### src/core/qsm_pkg.sv
// constants, carrier types and shared helpers for the four-line serial mux
// assumes a single 100 MHz system clock and synchronous active-high reset
package qsm_pkg;

  localparam int NUM_LINES   = 4;
  localparam int LINE_W      = 2;
  localparam int DATA_W      = 8;
  localparam int QUEUE_DEPTH = 32;
  localparam int PTR_W       = 5;

  // bit clock is sixteen times the baud rate
  localparam int CLK_HZ      = 100_000_000;
  localparam int BAUD_RATE   = 9600;
  localparam int OVERSAMPLE  = 16;
  localparam int BAUD_DIV    = CLK_HZ / (OVERSAMPLE * BAUD_RATE);

  localparam logic [3:0] LAST_TICK  = 4'hf;
  localparam logic [3:0] MID_TICK   = 4'h7;
  localparam logic [7:0] STOP_ONE   = 8'h10;
  localparam logic [7:0] STOP_TWO   = 8'h20;
  localparam logic [7:0] STOP_ONEHF = 8'h18;
  localparam logic [3:0] MIN_BITS   = 4'h5;

  // scan phases of one strobe
  localparam logic [1:0] PH_CLEAR   = 2'h0;
  localparam logic [1:0] PH_PUSH    = 2'h2;
  localparam logic [1:0] PH_RELEASE = 2'h3;

  typedef struct packed {
    logic parity_disable_select;
    logic stop_count_select;
    logic length_select_high;
    logic length_select_low;
    logic parity_type_select;
  } qsm_frame_cfg_t;

  typedef struct packed {
    logic              framing_error_flag;
    logic              parity_error_flag;
    logic [DATA_W-1:0] data;
  } qsm_rx_word_t;

  typedef struct packed {
    logic              framing_error_flag;
    logic              parity_error_flag;
    logic [LINE_W-1:0] source_line_bits;
    logic [DATA_W-1:0] data;
  } qsm_entry_t;

  function automatic logic [3:0] qsm_data_bits(input qsm_frame_cfg_t c);
    return MIN_BITS + {2'h0, c.length_select_high, c.length_select_low};
  endfunction

  // odd parity when type select is low
  function automatic logic qsm_parity(input logic [DATA_W-1:0] d, input logic even);
    return ^d ^ ~even;
  endfunction

endpackage

### src/core/qsm_line_xcvr.sv
// one asynchronous receiver/transmitter line with strapped framing
// assumes tick16_i is a one-cycle pulse at sixteen times the baud rate
`timescale 1ns/1ns
module qsm_line_xcvr (
  // clock and clears
  input  wire logic                  clk_sys_i,
  input  wire logic                  rst_i,
  input  wire logic                  power_clear_pulse_i,
  input  wire logic                  tick16_i,
  // framing straps
  input  wire qsm_pkg::qsm_frame_cfg_t cfg_i,
  // transmit side
  input  wire logic                  transmit_load_strobe_n_i,
  input  wire logic [7:0]            tx_data_i,
  output logic                       serial_out_o,
  output logic                       transmit_holding_empty_o,
  // receive side
  input  wire logic                  serial_in_i,
  input  wire logic                  clear_receive_available_i,
  output logic                       receive_available_o,
  output qsm_pkg::qsm_rx_word_t      rx_word_o
);

  logic [3:0]  nbits;
  logic        par_on;
  logic [7:0]  dmask;
  logic [7:0]  tx_dm;
  logic [10:0] tx_frame;
  logic [7:0]  tx_ticks;
  logic [7:0]  rx_dn;
  logic        clr;
  logic        ld_rise;
  logic        ld_prev_reg;
  logic [7:0]  hold_reg;
  logic        hold_full_reg;
  logic        tx_busy_reg;
  logic [10:0] tx_sh_reg;
  logic [7:0]  tx_left_reg;
  logic [3:0]  tx_tick_reg;
  logic        rx_busy_reg;
  logic [3:0]  rx_tick_reg;
  logic [3:0]  rx_bit_reg;
  logic [7:0]  rx_sh_reg;
  logic        rx_pbit_reg;

  assign clr      = rst_i | power_clear_pulse_i;
  assign nbits    = qsm_pkg::qsm_data_bits(cfg_i);
  assign par_on   = ~cfg_i.parity_disable_select;
  assign dmask    = 8'hff >> (4'h8 - nbits);
  assign ld_rise  = ld_prev_reg & ~transmit_load_strobe_n_i ? 1'b0 : ~ld_prev_reg & transmit_load_strobe_n_i;
  assign tx_dm    = hold_reg & dmask;
  // start bit, data, optional parity, then marks for the stop bits
  assign tx_frame = (11'h7ff << (nbits + {3'h0, par_on} + 4'h1)) | {2'h0, tx_dm, 1'b0} |
                    (par_on ? (11'({qsm_pkg::qsm_parity(tx_dm, cfg_i.parity_type_select)}) << (nbits + 4'h1))
                            : 11'h000);
  assign tx_ticks = 8'({nbits + {3'h0, par_on} + 4'h1, 4'h0}) +
                    (!cfg_i.stop_count_select ? qsm_pkg::STOP_ONE :
                     (nbits == qsm_pkg::MIN_BITS) ? qsm_pkg::STOP_ONEHF : qsm_pkg::STOP_TWO);
  assign rx_dn    = rx_sh_reg >> (4'h8 - nbits);

  always_ff @(posedge clk_sys_i) begin
    if (clr) begin
      ld_prev_reg <= 1'b1;
      hold_reg <= 8'h00;
      hold_full_reg <= 1'b0;
      tx_busy_reg <= 1'b0;
      tx_sh_reg <= 11'h7ff;
      tx_left_reg <= 8'h00;
      tx_tick_reg <= 4'h0;
      serial_out_o <= 1'b1;
    end else begin
      ld_prev_reg <= transmit_load_strobe_n_i;
      if (!tx_busy_reg && hold_full_reg) begin
        tx_busy_reg <= 1'b1;
        tx_sh_reg <= tx_frame;
        tx_left_reg <= tx_ticks;
        tx_tick_reg <= 4'h0;
        hold_full_reg <= 1'b0;
      end else if (tx_busy_reg && tick16_i) begin
        tx_tick_reg <= tx_tick_reg + 4'h1;
        tx_left_reg <= tx_left_reg - 8'h01;
        if (tx_tick_reg == qsm_pkg::LAST_TICK) begin
          tx_sh_reg <= {1'b1, tx_sh_reg[10:1]};
        end
        if (tx_left_reg == 8'h01) begin
          tx_busy_reg <= 1'b0;
        end
      end
      if (ld_rise) begin
        hold_reg <= tx_data_i;
        hold_full_reg <= 1'b1;
      end
      serial_out_o <= tx_busy_reg ? tx_sh_reg[0] : 1'b1;
    end
  end

  assign transmit_holding_empty_o = ~hold_full_reg;

  always_ff @(posedge clk_sys_i) begin
    if (clr) begin
      rx_busy_reg <= 1'b0;
      rx_tick_reg <= 4'h0;
      rx_bit_reg <= 4'h0;
      rx_sh_reg <= 8'h00;
      rx_pbit_reg <= 1'b0;
      rx_word_o <= '0;
      receive_available_o <= 1'b0;
    end else begin
      if (clear_receive_available_i) begin
        receive_available_o <= 1'b0;
      end
      if (!rx_busy_reg) begin
        if (tick16_i && !serial_in_i) begin
          rx_busy_reg <= 1'b1;
          rx_tick_reg <= 4'h0;
          rx_bit_reg <= 4'h0;
        end
      end else if (tick16_i) begin
        rx_tick_reg <= rx_tick_reg + 4'h1;
        if (rx_tick_reg == qsm_pkg::MID_TICK) begin
          rx_bit_reg <= rx_bit_reg + 4'h1;
          if (rx_bit_reg == 4'h0) begin
            rx_busy_reg <= ~serial_in_i;
          end else if (rx_bit_reg <= nbits) begin
            rx_sh_reg <= {serial_in_i, rx_sh_reg[7:1]};
          end else if (par_on && rx_bit_reg == nbits + 4'h1) begin
            rx_pbit_reg <= serial_in_i;
          end else begin
            rx_busy_reg <= 1'b0;
            rx_word_o.data <= rx_dn;
            rx_word_o.framing_error_flag <= ~serial_in_i;
            rx_word_o.parity_error_flag <= par_on &
              (qsm_pkg::qsm_parity(rx_dn, cfg_i.parity_type_select) != rx_pbit_reg);
            receive_available_o <= 1'b1;
          end
        end
      end
    end
  end
endmodule

### src/core/qsm_serial_mux.sv
// four-line serial mux: scanner, receive queue, transmit priority and host io
// assumes host timing pulses and instruction strobes synchronous to clk_sys_i
`timescale 1ns/1ns
module qsm_serial_mux #(
  parameter int BAUD_DIV = qsm_pkg::BAUD_DIV,
  parameter int DEPTH    = qsm_pkg::QUEUE_DEPTH
) (
  // clock and reset
  input  wire logic                            clk_sys_i,
  input  wire logic                            rst_i,
  // system clears
  input  wire logic                            power_clear_pulse_i,
  input  wire logic                            initialize_i,
  // host timing
  input  wire logic                            host_time_pulse_one_i,
  input  wire logic                            host_time_pulse_three_i,
  input  wire logic                            host_time_state_four_i,
  // host instructions and data
  input  wire logic                            write_character_instruction_i,
  input  wire logic                            read_branch_instruction_i,
  input  wire logic                            read_received_instruction_i,
  input  wire logic                            clear_queue_instruction_i,
  input  wire logic [11:0]                     host_data_i,
  input  wire logic [8:0]                      branch_base_i,
  output logic [11:0]                          host_data_o,
  // service status
  output logic                                 transmit_service_flag_o,
  output logic                                 receive_service_flag_o,
  output logic                                 queue_input_ready_o,
  output logic                                 queue_output_ready_o,
  // serial lines
  input  wire qsm_pkg::qsm_frame_cfg_t [3:0]   line_cfg_i,
  input  wire logic [3:0]                      serial_in_i,
  output logic [3:0]                           serial_out_o
);

  localparam int DIV_W = $clog2(BAUD_DIV + 1);
  localparam int CNT_W = $clog2(DEPTH + 1);
  localparam int PTR_W = $clog2(DEPTH);

  // one shared bit-clock divider; every line runs at the same rate
  logic [DIV_W-1:0] div_reg;
  logic             tick16;

  assign tick16 = (div_reg == DIV_W'(BAUD_DIV - 1));

  always_ff @(posedge clk_sys_i) begin
    if (rst_i || tick16) begin
      div_reg <= '0;
    end else begin
      div_reg <= div_reg + DIV_W'(1);
    end
  end

  // scanner: four phases per strobe, lines in rotation
  logic [1:0] phase_reg;
  logic [1:0] line_reg;
  logic [3:0] scan_strobe;
  logic       scan_first;

  assign scan_strobe = 4'h1 << line_reg;
  assign scan_first  = (phase_reg == qsm_pkg::PH_CLEAR);

  always_ff @(posedge clk_sys_i) begin
    if (rst_i) begin
      phase_reg <= 2'h0;
      line_reg <= 2'h0;
    end else begin
      phase_reg <= phase_reg + 2'h1;
      if (phase_reg == qsm_pkg::PH_RELEASE) begin
        line_reg <= line_reg + 2'h1;
      end
    end
  end

  // per-line transceivers
  logic [3:0]                 holding_empty;
  logic [3:0]                 rx_avail;
  logic [3:0]                 load_strobe_n;
  logic [3:0]                 clear_avail;
  qsm_pkg::qsm_rx_word_t [3:0] rx_word;
  logic [7:0]                 xbuf_data_reg;

  for (genvar g = 0; g < qsm_pkg::NUM_LINES; g++) begin : g_line
    qsm_line_xcvr u_xcvr (
      .clk_sys_i                 (clk_sys_i),
      .rst_i                     (rst_i),
      .power_clear_pulse_i       (power_clear_pulse_i),
      .tick16_i                  (tick16),
      .cfg_i                     (line_cfg_i[g]),
      .transmit_load_strobe_n_i  (load_strobe_n[g]),
      .tx_data_i                 (xbuf_data_reg),
      .serial_out_o              (serial_out_o[g]),
      .transmit_holding_empty_o  (holding_empty[g]),
      .serial_in_i               (serial_in_i[g]),
      .clear_receive_available_i (clear_avail[g]),
      .receive_available_o       (rx_avail[g]),
      .rx_word_o                 (rx_word[g])
    );
  end

  // transmit buffer: character and line at pulse three, line strobe in state four
  logic [1:0] xbuf_line_reg;
  logic       xbuf_pend_reg;
  logic       ts4_prev_reg;
  logic       ts4_end;

  assign ts4_end       = ts4_prev_reg & ~host_time_state_four_i;
  // strobe stays low through state four; the line loads on its trailing edge
  assign load_strobe_n = ~({4{host_time_state_four_i & xbuf_pend_reg}} & (4'h1 << xbuf_line_reg));

  always_ff @(posedge clk_sys_i) begin
    if (rst_i || power_clear_pulse_i) begin
      xbuf_data_reg <= 8'h00;
      xbuf_line_reg <= 2'h0;
      xbuf_pend_reg <= 1'b0;
      ts4_prev_reg <= 1'b0;
    end else begin
      ts4_prev_reg <= host_time_state_four_i;
      if (ts4_end) begin
        xbuf_pend_reg <= 1'b0;
      end
      if (write_character_instruction_i && host_time_pulse_three_i) begin
        xbuf_data_reg <= host_data_i[7:0];
        xbuf_line_reg <= host_data_i[9:8];
        xbuf_pend_reg <= 1'b1;
      end
    end
  end

  // receive queue
  qsm_pkg::qsm_entry_t q_mem [DEPTH];
  logic [PTR_W-1:0]    wr_ptr_reg;
  logic [PTR_W-1:0]    rd_ptr_reg;
  logic [CNT_W-1:0]    count_reg;
  logic                q_full;
  logic                q_empty;
  logic                push;
  logic                pop;
  logic                dev_clear;
  logic                capture_reg;
  logic                q_stored_reg;
  qsm_pkg::qsm_entry_t push_entry;
  qsm_pkg::qsm_entry_t head;

  assign dev_clear  = rst_i | power_clear_pulse_i | initialize_i | clear_queue_instruction_i;
  assign q_full     = (count_reg == CNT_W'(DEPTH));
  assign q_empty    = (count_reg == '0);
  assign push       = capture_reg & (phase_reg == qsm_pkg::PH_PUSH) & ~q_full;
  assign pop        = read_received_instruction_i & ~q_empty;
  assign head       = q_mem[rd_ptr_reg];
  assign push_entry = '{framing_error_flag: rx_word[line_reg].framing_error_flag,
                        parity_error_flag:  rx_word[line_reg].parity_error_flag,
                        source_line_bits:   line_reg,
                        data:               rx_word[line_reg].data};
  // a full queue leaves the character waiting in the line holding register
  assign clear_avail = {4{capture_reg & (phase_reg == qsm_pkg::PH_RELEASE) & q_stored_reg}} & scan_strobe;

  assign queue_input_ready_o    = q_full;
  assign queue_output_ready_o   = ~q_empty;
  assign receive_service_flag_o = ~q_empty;

  always_ff @(posedge clk_sys_i) begin
    if (rst_i || scan_first) begin
      capture_reg <= 1'b0;
      q_stored_reg <= 1'b0;
    end else begin
      if (rx_avail[line_reg]) begin
        capture_reg <= 1'b1;
      end
      if (push) begin
        q_stored_reg <= 1'b1;
      end
    end
  end

  always_ff @(posedge clk_sys_i) begin
    if (push) begin
      q_mem[wr_ptr_reg] <= push_entry;
    end
  end

  always_ff @(posedge clk_sys_i) begin
    if (dev_clear) begin
      wr_ptr_reg <= '0;
      rd_ptr_reg <= '0;
      count_reg <= '0;
    end else begin
      if (push) begin
        wr_ptr_reg <= wr_ptr_reg + PTR_W'(1);
      end
      if (pop) begin
        rd_ptr_reg <= rd_ptr_reg + PTR_W'(1);
      end
      count_reg <= count_reg + CNT_W'(push) - CNT_W'(pop);
    end
  end

  // transmit side: transmit_flag_a, ready, priority encoder
  logic [3:0] transmit_flag_a_reg;
  logic [3:0] ready_reg;
  logic [3:0] serviced_reg;
  logic [3:0] ready_clear;
  logic [1:0] enc_line;
  logic       encoder_any_active;
  logic       prio_hold_reg;
  logic       transmit_service_flag_report;

  assign encoder_any_active = |ready_reg;
  assign enc_line = ready_reg[3] ? 2'h3 : ready_reg[2] ? 2'h2 : ready_reg[1] ? 2'h1 : 2'h0;
  // receive work takes the branch ahead of transmit
  assign transmit_service_flag_report = read_branch_instruction_i & q_empty & encoder_any_active;
  assign ready_clear = {4{transmit_service_flag_report}} & (4'h1 << enc_line);

  always_ff @(posedge clk_sys_i) begin
    if (rst_i || power_clear_pulse_i || initialize_i) begin
      transmit_flag_a_reg <= 4'h0;
      ready_reg <= 4'h0;
      serviced_reg <= 4'h0;
    end else begin
      for (int i = 0; i < qsm_pkg::NUM_LINES; i++) begin
        if (ready_clear[i]) begin
          ready_reg[i] <= 1'b0;
          serviced_reg[i] <= 1'b1;
        end
        if (scan_first && scan_strobe[i]) begin
          if (serviced_reg[i] && !ready_clear[i]) begin
            transmit_flag_a_reg[i] <= 1'b0;
            serviced_reg[i] <= 1'b0;
          end else if (holding_empty[i] && !transmit_flag_a_reg[i]) begin
            transmit_flag_a_reg[i] <= 1'b1;
            ready_reg[i] <= 1'b1;
          end
        end
      end
    end
  end

  always_ff @(posedge clk_sys_i) begin
    if (rst_i || power_clear_pulse_i || initialize_i) begin
      prio_hold_reg <= 1'b0;
      transmit_service_flag_o <= 1'b0;
    end else begin
      prio_hold_reg <= encoder_any_active;
      if (host_time_pulse_one_i) begin
        transmit_service_flag_o <= prio_hold_reg;
      end
    end
  end

  // output multiplexer onto the host data bus
  always_ff @(posedge clk_sys_i) begin
    if (rst_i) begin
      host_data_o <= 12'h000;
    end else if (read_branch_instruction_i) begin
      host_data_o <= q_empty ? {branch_base_i, 1'b0, enc_line}
                             : {branch_base_i, 1'b1, head.source_line_bits};
    end else if (read_received_instruction_i) begin
      host_data_o <= head;
    end
  end
endmodule

### config.mk
export PLATFORM = sky130hd
export DESIGN_NAME = qsm_serial_mux
export DESIGN_NICKNAME = d
export VERILOG_FILES = /design/src/core/qsm_pkg.sv /design/src/core/qsm_line_xcvr.sv /design/src/core/qsm_serial_mux.sv
export SDC_FILE = /design/constraint.sdc
export NUM_CORES = 1
export LEC_CHECK = 0
export ABC_AREA = 1
export BUFFER_PORTS_ARGS = -buffer_cell sky130_fd_sc_hd__clkbuf_2
export CAP_MARGIN = 20
export CELL_PAD_IN_SITES_DETAIL_PLACEMENT = 1
export CELL_PAD_IN_SITES_GLOBAL_PLACEMENT = 1
export CORE_MARGIN = 3
export CORE_UTILIZATION = 49
export CTS_CLUSTER_DIAMETER = 100
export DETAILED_ROUTE_END_ITERATION = 12
export PLACE_DENSITY = 0.87
export SLEW_MARGIN = 20
export SYNTH_ARGS = -nofsm -noshare
export SYNTH_HDL_FRONTEND = slang
export SYNTH_SLANG_ARGS = --single-unit
### constraint.sdc
create_clock -name clk_sys_i -period 4.1 [get_ports clk_sys_i]
set_clock_uncertainty 0.1 [all_clocks]
set_input_delay 0.82 -clock clk_sys_i [delete_from_list [all_inputs] [get_ports clk_sys_i]]
set_output_delay 0.82 -clock clk_sys_i [all_outputs]
set_load 0.05 [all_outputs]
Yosys cells after proc, flatten, opt, wreduce, memory -nomap -nowiden:

Memory sizes are Yosys's and may differ from the RTL's. A register that Yosys moved wholly into a read port is not among the register bits.
Cells that the tools add are included.

* add/subtract/negate cells: 47
* magnitude comparators: 5
* eq/ne operators: 36
* shifts and indexed selects: 19
* mux-type cells: 188
* bitwise logic cells: 91
* reduce and logical (&&, ||, !) cells: 130

Operator list (number)
* two-way mux 11 bit: 16
* two-way mux 1 bit: 122
* two-way mux 4 bit: 24
* two-way mux 8 bit: 12
* adder 4 x 1 -> 4 bit, second input constant: 20
* XOR reduction 8 bit: 8
* nonzero test 2 bit: 26
* AND reduction 6 bit: 8
* OR 11 bit: 4
* OR 11 x 9 -> 11 bit: 4
* << shifter 1 x 4 -> 11 bit: 4
* << shifter 11 x 4 -> 11 bit, first input constant: 4
* inverter 1 bit: 43
* adder 8 bit: 4
* bitwise AND 8 bit: 4
* equality test 4 x 3 -> 1 bit, second input constant: 8
* equality test 8 x 1 -> 1 bit, second input constant: 4
* AND reduction 2 bit: 16
* >> shifter 8 x 4 -> 8 bit: 4
* >> shifter 8 x 4 -> 8 bit, first input constant: 4
* subtractor 8 x 1 -> 8 bit, second input constant: 4
* logical AND 1 bit: 29
* two-way mux 12 bit: 2
* two-way mux 6 bit: 4
* 39 further kinds: 138

* register bits: 326
* RAM bits: 384
* memories: 1

Memories
* q_mem: depth 32, bits a word 12, rd ports 1, clocked after Yosys merged registers in 1, wr ports 1, line qsm_serial_mux.sv:132 `qsm_pkg::qsm_entry_t q_mem [DEPTH];`

Depth between registers and ports, before layout:

Gate-level depths: netlist of the first run.

* depth in word-level cells: 11
* gate-level depth with buffers: 19

Cells and area by module:

From an unflattened synthesis of the first run, not the netlist that was laid out.

* cells, all modules: 4074
* area, all modules: 34272.9 um^2

Modules (own cells, without submodules)
* qsm_serial_mux: times used 1, cells an instance 1859, area an instance 19431.1 um^2, sequential area each 13032.5 um^2
* qsm_line_xcvr (g_line[0].u_xcvr ...): times used 3, cells an instance 553, area an instance 3707.3 um^2, sequential area each 1281.2 um^2
* qsm_line_xcvr (g_line[3].u_xcvr): times used 1, cells an instance 556, area an instance 3719.8 um^2, sequential area each 1281.2 um^2

Least setup slack after synthesis of the first run:

OpenSTA, ideal clock, no wires.

* path kind: reg-to-reg
* start: reg line_reg[0]
* end: mem q_mem[0][1] (netlist bit), data pin
* library setup time: 454 ps
* arrival time: 2745 ps
* setup slack: 801 ps
* cell stages (with the launch flop): 5
* clock period less this slack: 3299 ps
* cells stage by stage: dfxtp_1 > clkbuf_1 > clkbuf_1 > nor2_1 > o21ai_0

RTL lines
* start, declared: line qsm_serial_mux.sv:57 `logic [1:0] line_reg;`
* start signal, assigned: line qsm_serial_mux.sv:71 `line_reg <= line_reg + 2'h1;`
* end, declared: line qsm_serial_mux.sv:132

Worst setup path in the final report of the first run:

* start: reg count_reg[2]
* end: mem q_mem[24][11] (netlist bit) (enable)

* cells in the longest elaborated chain, start to end: 5

Ends and longest elaborated chain
* start, declared: line qsm_serial_mux.sv:135 `logic [CNT_W-1:0] count_reg;`
* start signal, assigned: line qsm_serial_mux.sv:195 `count_reg <= count_reg + CNT_W'(push) - CNT_W'(pop);`
* equality test 6 bit: line qsm_serial_mux.sv:147 `assign q_full = (count_reg == CNT_W'(DEPTH));`
* inverter 1 bit: line qsm_serial_mux.sv:149 `assign push = capture_reg & (phase_reg == qsm_pkg::PH_PUSH) & ~q_full;`
* bitwise AND 1 bit: line qsm_serial_mux.sv:149
* two-way mux 1 bit: line qsm_serial_mux.sv:178 `if (push) begin`
* two-way mux 1 bit (not written as such): line qsm_serial_mux.sv:179 `q_mem[wr_ptr_reg] <= push_entry;`

Every way passes these cells.

==> results of run 1 <==
[cells by family after synthesis]
kind of cell | after synthesis | share of synthesized area [%]
adder cells (fa/ha/maj) | 104 | 4.10
XOR/XNOR | 53 | 1.39
AO/OA/AOI/OAI | 857 | 14.5
flip-flops | 715 | 54.4
AND/OR/NAND/NOR | 1611 | 20.0
multiplexers | 1 | 0.0300
buffers and inverters | 466 | 5.52
[path summary, 6_finish.rpt]
kind,startpoint,endpoint
setup reg to reg,count_reg[2]$_SDFF_PP0_,q_mem[24][11]$_DFFE_PP_
hold / removal,host_time_state_four_i,ts4_prev_reg$_SDFF_PP0_
hold reg to reg,g_line[0].u_xcvr.tx_sh_reg[0]$_SDFFE_PP1P_,g_line[0].u_xcvr.serial_out_o$_SDFF_PP1_
setup / recovery,count_reg[2]$_SDFF_PP0_,q_mem[24][11]$_DFFE_PP_
[final cells by class]
cell class                 count  area [um2]
fill                        7850       29800
multi-input combinational   2626       13400
inverter                     304        1150
clock buffer                 113        2240
tap                          873        1090
sequential                   715       18200
clock inverter                28         315
timing repair buffer         158        1070
[per-layer routing]
metal	share of wire, %	up-vias
met4	4.7	2
li1	-	13169
met5	0.012	-
met2	51	880
met1	39	14029
met3	5.0	273
[tightest hold or removal path, delay by kind of cell]
kind | cells | cell delay (ns)
buffers and inverters | 2 | 0.14
and+or+nand+nor | 1 | 0.04
[through the flow]
stage	setup WS [ns]	util [%]	hold slack, ns	area [um2]	instances
finish	0.900	55.7	0.319	37500	4817
global route	0.775	55.7	0.339	37500	4817
CTS	0.937	55.7	0.288	37500	4816
detailed placement	0.652	51.9	0.321	34900	4675
global placement	0.718	51.9	0.314	34900	4675
floorplan	0.801	-	0.299	33400	3807
[report_power, final]
group | total, W | internal (W) | switching (W) | leakage [nW]
sequential | 0.00758 | 0.00756 | 0.0000208 | 6.27
clock | 0.00709 | 0.00409 | 0.00301 | 1.25
combinational | 0.000776 | 0.000209 | 0.000567 | 7.23
total | 0.0155 | 0.0119 | 0.00359 | 14.7
[Yosys cell counts (3+ instances only)]
library cell  instances  share of area [%]
o21bai_1              6               0.14
ha_1                 95                3.6
dfxtp_1             331                 20
o211ai_1             14               0.32
inv_1               281                3.2
xnor2_1              17               0.45
a211o_1              12               0.32
nor2_4                6               0.20
edfxtp_1            384                 35
o21a_1                4              0.090
nand3_2               6               0.18
o21ai_1               9               0.14
o221ai_1             82                2.2
o21ai_0             416                6.2
a31oi_1              15               0.28
or2_2                 9               0.17
o22ai_1              25               0.47
a21oi_1             239                3.6
nand3b_1              4              0.090
nor4_1                9               0.17
nor3b_1               4              0.090
nor2_1              551                6.2
a22oi_1              10               0.23
nand2_4               4               0.14
xor2_1               36               0.95
buf_1                15               0.17
clkinv_1             11               0.12
nor2_2                3              0.056
inv_2                11               0.12
buf_4                13               0.29
nand4_1              10               0.19
nand2_2               6               0.11
a211oi_1             10               0.23
o31ai_1               5               0.11
nor3_1               46               0.69
nand2_1             729                8.2
fa_1                  9               0.54
buf_2                25               0.38
nand3_1             216                3.2
clkbuf_1            107                1.2
==> flow_summary.toml, run 1 <==
[run_status]
status = "completed"

[synth]
syn_area_um2 = 33400
ys.warnings.count = 0
synthArstFlopShare_pct = 0
synth_enable_flop_cells = 384
ys_types = 58
syn-num-nets = 3967
ys_seq_area_share_pct = 54.4
synth_seq_cells = 715
syn_inst = 3807
synth.avg_cell_area_um2 = 8.76
synth_ff_type = "edfxtp_1"

[pwr]
ir_drop_v = 0.000303
finalPower_w = 0.0155
p_per_area_nw_per_um2 = 412
power_leakage_nw = 14.7

[floorplanning]
core-area_um2 = 67300
dieArea_um2 = 71200
io_pins = 76
die_y_um = 267
initial_core_util_pct = 49.6
rows = 95
die_w_um = 267

[sta]
timing.fmax_ghz = 0.313
period_needed_ns = 3.20
drv_slew = 0
slew_headroom_pct = 41.8
rsz0062_at_grt = "false"
setup_viol = 0
final-hold-violation-count = 0
fin_setup_tns_ns = 0
finalCritPeriodShare_pct = 78.0
worstMarginPinSlew_ns = 0.872

[critical_path]
start_kind = "flop"
crit_path_top_delay_cell = "nor2_1"
critPathArrivalTime_ns = 3.42
worst-path-stages = 8
worst-r2r-setup-slack_ns = 0.90
rr_worst_depth = 8
cp_max_fo = 8
worstPathCellList = "inv_1, ha_1, nand4_1, nand2_1, inv_1, nand2_1, nor2_1, buf_4"
cpLargestDelayFamily = "simple AND/OR/NAND/NOR gates"
slowest_delay_ns = 0.56
critPathKind = "flop to flop"
critPathBufInv = 3
required_ns = 4.32
crit_path_end_kind = "flop"

[route]
ant_nets = 0
num_vias = 28353
wire_per_inst_um = 22.0
first_pass_iters = 5
drt_wl_total_um = 106000
drc = 0
viasPerCell = 5.89
drt_iter0_markers = 2085

[clock_tree]
cts_setup_buffers = 0
ctsResizeCount = 0
cts_hold_buf = 0
path_clk_slew_ns = 0.06
h-tree-depth = 3
cts-buffers-inserted = 78
cts_sinks = 715
cts.path.max_buffers = 3
cts_root_buf = "clkbuf_16"
insertion_delay_ns = 0.64
cts_tree = "built"

[hold_path]
hold_depth = 3
min_path_type = "primary input to flop"

[global_routing]
met2_usage_pct = 53.8
antenna_found_initial = 1
busiest_layer = "met2"
grt_max_degree = 163
gr-total-overflow = 0
grt_pass1_wl_um = 166000
met3_usage_pct = 4.14
use_met1_pct = 34.3
grt_pass1_vias = 29874
track_usage_pct = 29.6

[layout]
final_common_cell = "nand2_1"
diodes = 0
synthToLayoutAreaGrowth_pct = 12.3
largest_register_ffs = 384
fin_nets = 4043
layout-drive-gt1-share_pct = 8.72
final_cell_mix = "nand2_1 (729), nor2_1 (551), o21ai_0 (413)"

[place]
gp_congestion = 0.827
portBuffers = 73
dpl.hpwl_um = 66800

[run]
maxCapViolCount = 0
Note: power is estimated with default switching activity, not from simulation.
==> inputs of run 2 (changes only) <==
Clock period 4.1 ns to 3.2 ns, I/O delays scaled along.
==> run 2 against run 1 <==
Against the previous run: combinational power up 30%; count of clock-buffer cells in the layout fell by 5; global-route usage down 0.45 points; utilization up 0.56 points; sequential share of layout area fell by 0.48 points; hold slack lost 0.21 ns; non-clock buffer count up 19; clock power up 36%; via count is 0.22% lower; critical path depth is 8 higher; cell count increased by 0.54%; wire length fell by 2.1%; critical path type unchanged; highest routed layer is now met4.
==> flow_summary.toml, run 2 (synthesis gave the netlist of run 1 again) <==
[global_routing]
track_usage_pct = 29.1
grt_pass1_wl_um = 163000
grt_max_degree = 163
gr-total-overflow = 0
antenna_found_initial = 1
grt_pass1_vias = 29592

[route]
drc = 0
viasPerCell = 5.84
ant_nets = 0
first_pass_iters = 5
num_vias = 28291
drt_iter0_markers = 2320
drt_wl_total_um = 104000
wire_per_inst_um = 21.5

[layout]
largest_register_ffs = 384
final_cells = 4843
layout-drive-gt1-share_pct = 9.37
synthToLayoutAreaGrowth_pct = 13.5
diodes = 0
final_common_cell = "nand2_1"
fillers = 7783
fin_nets = 4063
final_cell_mix = "nand2_1 (729), nor2_1 (550), o21ai_0 (413)"

[floorplanning]
rows = 95
io_pins = 76
initial_core_util_pct = 49.6
dieArea_um2 = 71200
die_y_um = 267
core-area_um2 = 67300
die_w_um = 267

[pwr]
p_per_area_nw_per_um2 = 538
power_leakage_nw = 14.9
ir_drop_v = 0.000429

[critical_path]
cp_max_fo = 4
critPathKind = "flop to flop"
start_kind = "flop"
crit_path_end_kind = "flop"
required_ns = 3.67
critPathArrivalTime_ns = 3.34

[sta]
timing.fmax_ghz = 0.348
final-hold-violation-count = 0
setup_viol = 0
worstMarginPinSlew_ns = 1.22
drv_slew = 0
period_needed_ns = 2.87
slew_headroom_pct = 18.8
finalCritPeriodShare_pct = 89.7
rsz0062_at_grt = "false"
fin_setup_tns_ns = 0

[place]
place_inst = 4695
portBuffers = 73
gp_congestion = 0.841
dpl.hpwl_um = 67700

[clock_tree]
h-tree-depth = 3
cts_hold_buf = 0
cts_root_buf = "clkbuf_16"
cts_sinks = 715
cts_tree = "built"
insertion_delay_ns = 0.66
cts.path.max_buffers = 3
cts-buffers-inserted = 79
path_clk_slew_ns = 0.06

[run]
maxCapViolCount = 0

[hold_path]
min_path_type = "primary input to flop"

[run_status]
status = "completed"
## run 2: critical path, cell delays in order, from the launching register on
cell and delay, ns:
dfxtp_1 0.34, inv_1 0.07, ha_1 0.21, nand4_1 0.13, nand2_1 0.09, inv_1 0.14
ha_1 0.24, inv_1 0.06, ha_1 0.29, a21oi_1 0.22, nor2_1 0.08, nor2_2 0.13
nor2_1 0.06, o21ai_0 0.14, nand2_1 0.08, or2_2 0.27, a21oi_1 0.14
## run 2: final cells by class
type / count / area, um2 / area share (%)
clock inverter: 40 / 574 / 1.52
timing repair buffer: 177 / 1250 / 3.29
inverter: 304 / 1150 / 3.04
sequential: 715 / 18200 / 48.0
clock buffer: 108 / 2190 / 5.77
tap: 873 / 1090 / 2.89
multi-input combinational: 2626 / 13400 / 35.5
## run 2: worst paths after layout
kind	slack [ns]	cells after the start	startpoint	to
max	0.33	16	count_reg[2]$_SDFF_PP0_	count_reg[5]$_SDFF_PP0_
min	0.11	3	host_time_state_four_i	ts4_prev_reg$_SDFF_PP0_
min reg2reg	0.34	2	g_line[3].u_xcvr.tx_sh_reg[0]$_SDFFE_PP1P_	g_line[3].u_xcvr.serial_out_o$_SDFF_PP1_
max reg2reg	0.33	16	count_reg[2]$_SDFF_PP0_	count_reg[5]$_SDFF_PP0_
## run 2: timing repair
item	CTS	global route
endpoints found under the hold margin	0	0
gates resized for setup	0	1
buffers inserted	0	0
endpoints found under the setup margin	0	1
## run 2: where the power goes
group	internal, W	switching [W]	total [W]	leakage (nW)
Clock	0.00574	0.00391	0.00965	1.34
Combinational	0.000277	0.000731	0.00101	7.33
Sequential	0.00969	0.0000285	0.00972	6.27
Total	0.0157	0.00467	0.0204	14.9
## run 2: through the flow
stage	instance area [um2]	total power, W	hold slack, ns	util [%]	setup slack, ns
after detailed placement	35100	0.0109	0.321	52.2	0.0270
after global placement	35100	0.0109	0.320	52.2	0.183
final	37900	0.0204	0.113	56.3	0.329
after CTS	37900	0.0205	0.0892	56.3	0.306
after floorplan	33400	0.0105	0.299	-	0.159
after global routing	37900	0.0210	0.117	56.3	0.0293
## run 2: per-layer routing
metal,part of all wire (%),vias to the layer above,track usage [%]
met5,0,-,0
met2,51,878,52.9
met4,4.7,0,13.3
li1,-,13211,-
met1,39,13922,33.8
met3,5.2,280,4.42
==> inputs of run 3 (changes only) <==
Settings changed: CORE_UTILIZATION 49 to 44, PLACE_DENSITY 0.87 to 0.83.
Clock period 3.2 ns to 2.6 ns, I/O delays scaled along.
==> run 3 against run 2 <==
Against the previous run: the run now ends with setup timing left; die area increased by 11%; sequential cell count unchanged; critical path depth decreased by 7; utilization decreased by 4.1 points; design area increased by 3.1%; sequential share of layout area decreased by 1.4 points; cell count increased by 3.9%.
==> flow_summary.toml, run 3 (synthesis gave the netlist of run 1 again) <==
[place]
placed_area_um2 = 36200
dpl.hpwl_um = 68800
place_inst = 4881
portBuffers = 73
gp_congestion = 0.824

[critical_path]
critPathKind = "flop to flop"
start_kind = "flop"
startpoint = "count_reg[4]$_SDFF_PP0_"
required_ns = 2.83
crit_path_end_kind = "flop"
cp_max_fo = 12
timing.rr.start = "count_reg[4]$_SDFF_PP0_"
endpoint = "q_mem[13][8]$_DFFE_PP_"
crit_path_top_delay_cell = "dfxtp_1"
rr_worst_depth = 9
critPathArrivalTime_ns = 2.85
slowest_delay_ns = 0.35
reg2reg_to = "q_mem[13][8]$_DFFE_PP_"
crit_top_cell = "buf_4"
worst-r2r-setup-slack_ns = -0.02
worstPathCellList = "inv_2, ha_1, nand4_1, nand2_2, buf_4, inv_1, nand2_1, nor2_1, buf_4"

[pwr]
ir_drop_v = 0.000519
p_comb_share_pct = 5.5
p_int_w = 0.0192
swShare_pct = 23.4
power.switching_w = 0.00589
p_per_area_nw_per_um2 = 644
power_leakage_nw = 15.5
clkPwrFrac_pct = 46.9
power_frac_seq_pct = 47.6

[route]
viasPerCell = 5.69
ant_nets = 0
drt_wl_total_um = 104000
wire_per_inst_um = 20.6
first_pass_iters = 5
drt_iter0_markers = 1967
num_vias = 28630
drc = 0

[layout]
synthToLayoutAreaGrowth_pct = 17.0
final_cell_mix = "nand2_1 (723), nor2_1 (547), o21ai_0 (409)"
diodes = 0
final_common_cell = "nand2_1"
largest_register_ffs = 384
layout-drive-gt1-share_pct = 12.6
fin_area_um2 = 39000
fin_util_pct = 52.2
final_cells = 5033
fin_nets = 4159

[sta]
period_needed_ns = 2.62
slew_headroom_pct = 39.1
fin_ws_ns = -0.0176
worstMarginPinSlew_ns = 0.913
final-hold-violation-count = 0
finalCritPeriodShare_pct = 101
timing.fmax_ghz = 0.382
drv_slew = 0
setup_viol = 7
rsz0062_at_grt = "true"

[clock_tree]
cts-buffers-inserted = 81
path_clk_slew_ns = 0.06
h-tree-depth = 3
insertion_delay_ns = 0.66
cts_tree = "built"
cts_root_buf = "clkbuf_16"
cts.path.max_buffers = 3
cts_sinks = 715

[run_status]
violations = "setup timing"
status = "complete, but fails checks"

[global_routing]
grt_max_degree = 163
grt_pass1_vias = 29906
antenna_found_initial = 0
track_usage_pct = 26.0
grt_pass1_wl_um = 163000
gr-total-overflow = 0

[floorplanning]
dieArea_um2 = 79200
die_w_um = 281
core-area_um2 = 74800
io_pins = 76
die_y_um = 281
initial_core_util_pct = 44.6
rows = 100

[hold_path]
min_path_type = "primary input to flop"

[run]
maxCapViolCount = 0
[run 3: cell types whose count changed in the layout (fill, tap and decap cells not counted), moves of 6 or more]
| cell | before | now |
|---|---|---|
| clkbuf_8 | 10 | 21 |
| nand2_2 | 6 | 12 |
| inv_2 | 12 | 22 |
| bufinv_16 | 11 | 4 |
| buf_4 | 96 | 177 |
| buf_12 | 8 | 19 |
| nand2_1 | 729 | 723 |
| inv_1 | 278 | 267 |
| ha_4 | 0 | 8 |
| ha_1 | 95 | 87 |
| clkinv_2 | 13 | 19 |
[run 3: power by group through the flow]
stage          Sequential [W]  Clock (W)  Combinational, W
3_3_place_gp           0.0122          0           0.00130
4_1_cts                0.0120     0.0119           0.00137
2_1_floorplan          0.0122          0          0.000753
6_report               0.0120     0.0118           0.00137
5_1_grt                0.0120     0.0124           0.00153
3_5_place_dp           0.0122          0           0.00135
[run 3: worst min-delay path by stage]
stage,startpoint,endpoint,slack [ns],cells after the start
after floorplan,g_line[2].u_xcvr.tx_sh_reg[0]$_SDFFE_PP1P_,g_line[2].u_xcvr.serial_out_o$_SDFF_PP1_,0.30,2
after global placement,rd_ptr_reg[4]$_SDFFE_PP0P_,rd_ptr_reg[4]$_SDFFE_PP0P_,0.32,1
after detailed placement,g_line[2].u_xcvr.tx_sh_reg[0]$_SDFFE_PP1P_,g_line[2].u_xcvr.serial_out_o$_SDFF_PP1_,0.34,2
after CTS,host_data_i[0],xbuf_data_reg[0]$_SDFFE_PP0P_,0.0001,3
after global routing,host_data_i[0],xbuf_data_reg[0]$_SDFFE_PP0P_,0.03,3
final,host_data_i[0],xbuf_data_reg[0]$_SDFFE_PP0P_,0.03,3
[run 3: area by class of cell]
type                    count  area [um2]
fillers                  8710       35800
flip-flops and latches    715       18200
clock inverters            30         393
clock buffers             118        2400
well taps                 969        1210
inverters                 304        1150
multi-input cells        2626       13600
repair buffers            271        2090
[run 3: worst max-delay path: cells and delay by family (launching register included)]
kind,cells,cell delay [ns]
fa+ha+maj,1,0.20
buf+inv,4,0.77
flops,1,0.35
simple gates,4,0.85
[run 3: repair_timing]
item | in CTS | in global routing
endpoints found under the setup margin | 38 | 60
hold buffers | 2 | 0
endpoints found under the hold margin | 2 | 0
buffers inserted | 0 | 2
gates resized for setup | 2 | 13
pin swaps | 0 | 6
[run 3: metrics by stage]
| stage | power, W | TNS (ns) | hold WS, ns | worst slack (ns) |
|---|---|---|---|---|
| finish | 0.0251 | -0.0879 | 0.0264 | -0.0176 |
| global route | 0.0259 | -3.47 | 0.0272 | -0.103 |
| CTS | 0.0253 | 0 | 0.000122 | 0.0118 |
| detailed placement | 0.0135 | -4.31 | 0.340 | -0.203 |
| global placement | 0.0135 | -0.750 | 0.325 | -0.0982 |
| floorplan | 0.0130 | -0.659 | 0.299 | -0.354 |
[run 3: per-layer routing]
layer	GRT usage (%)	wire length [um]	share of wire [%]	up-vias
met5	0	0	0	-
met4	10.9	4260	4.1	0
met3	3.42	4780	4.6	240
met2	47.4	52700	51	768
met1	31.0	42200	41	14212
li1	-	-	-	13410
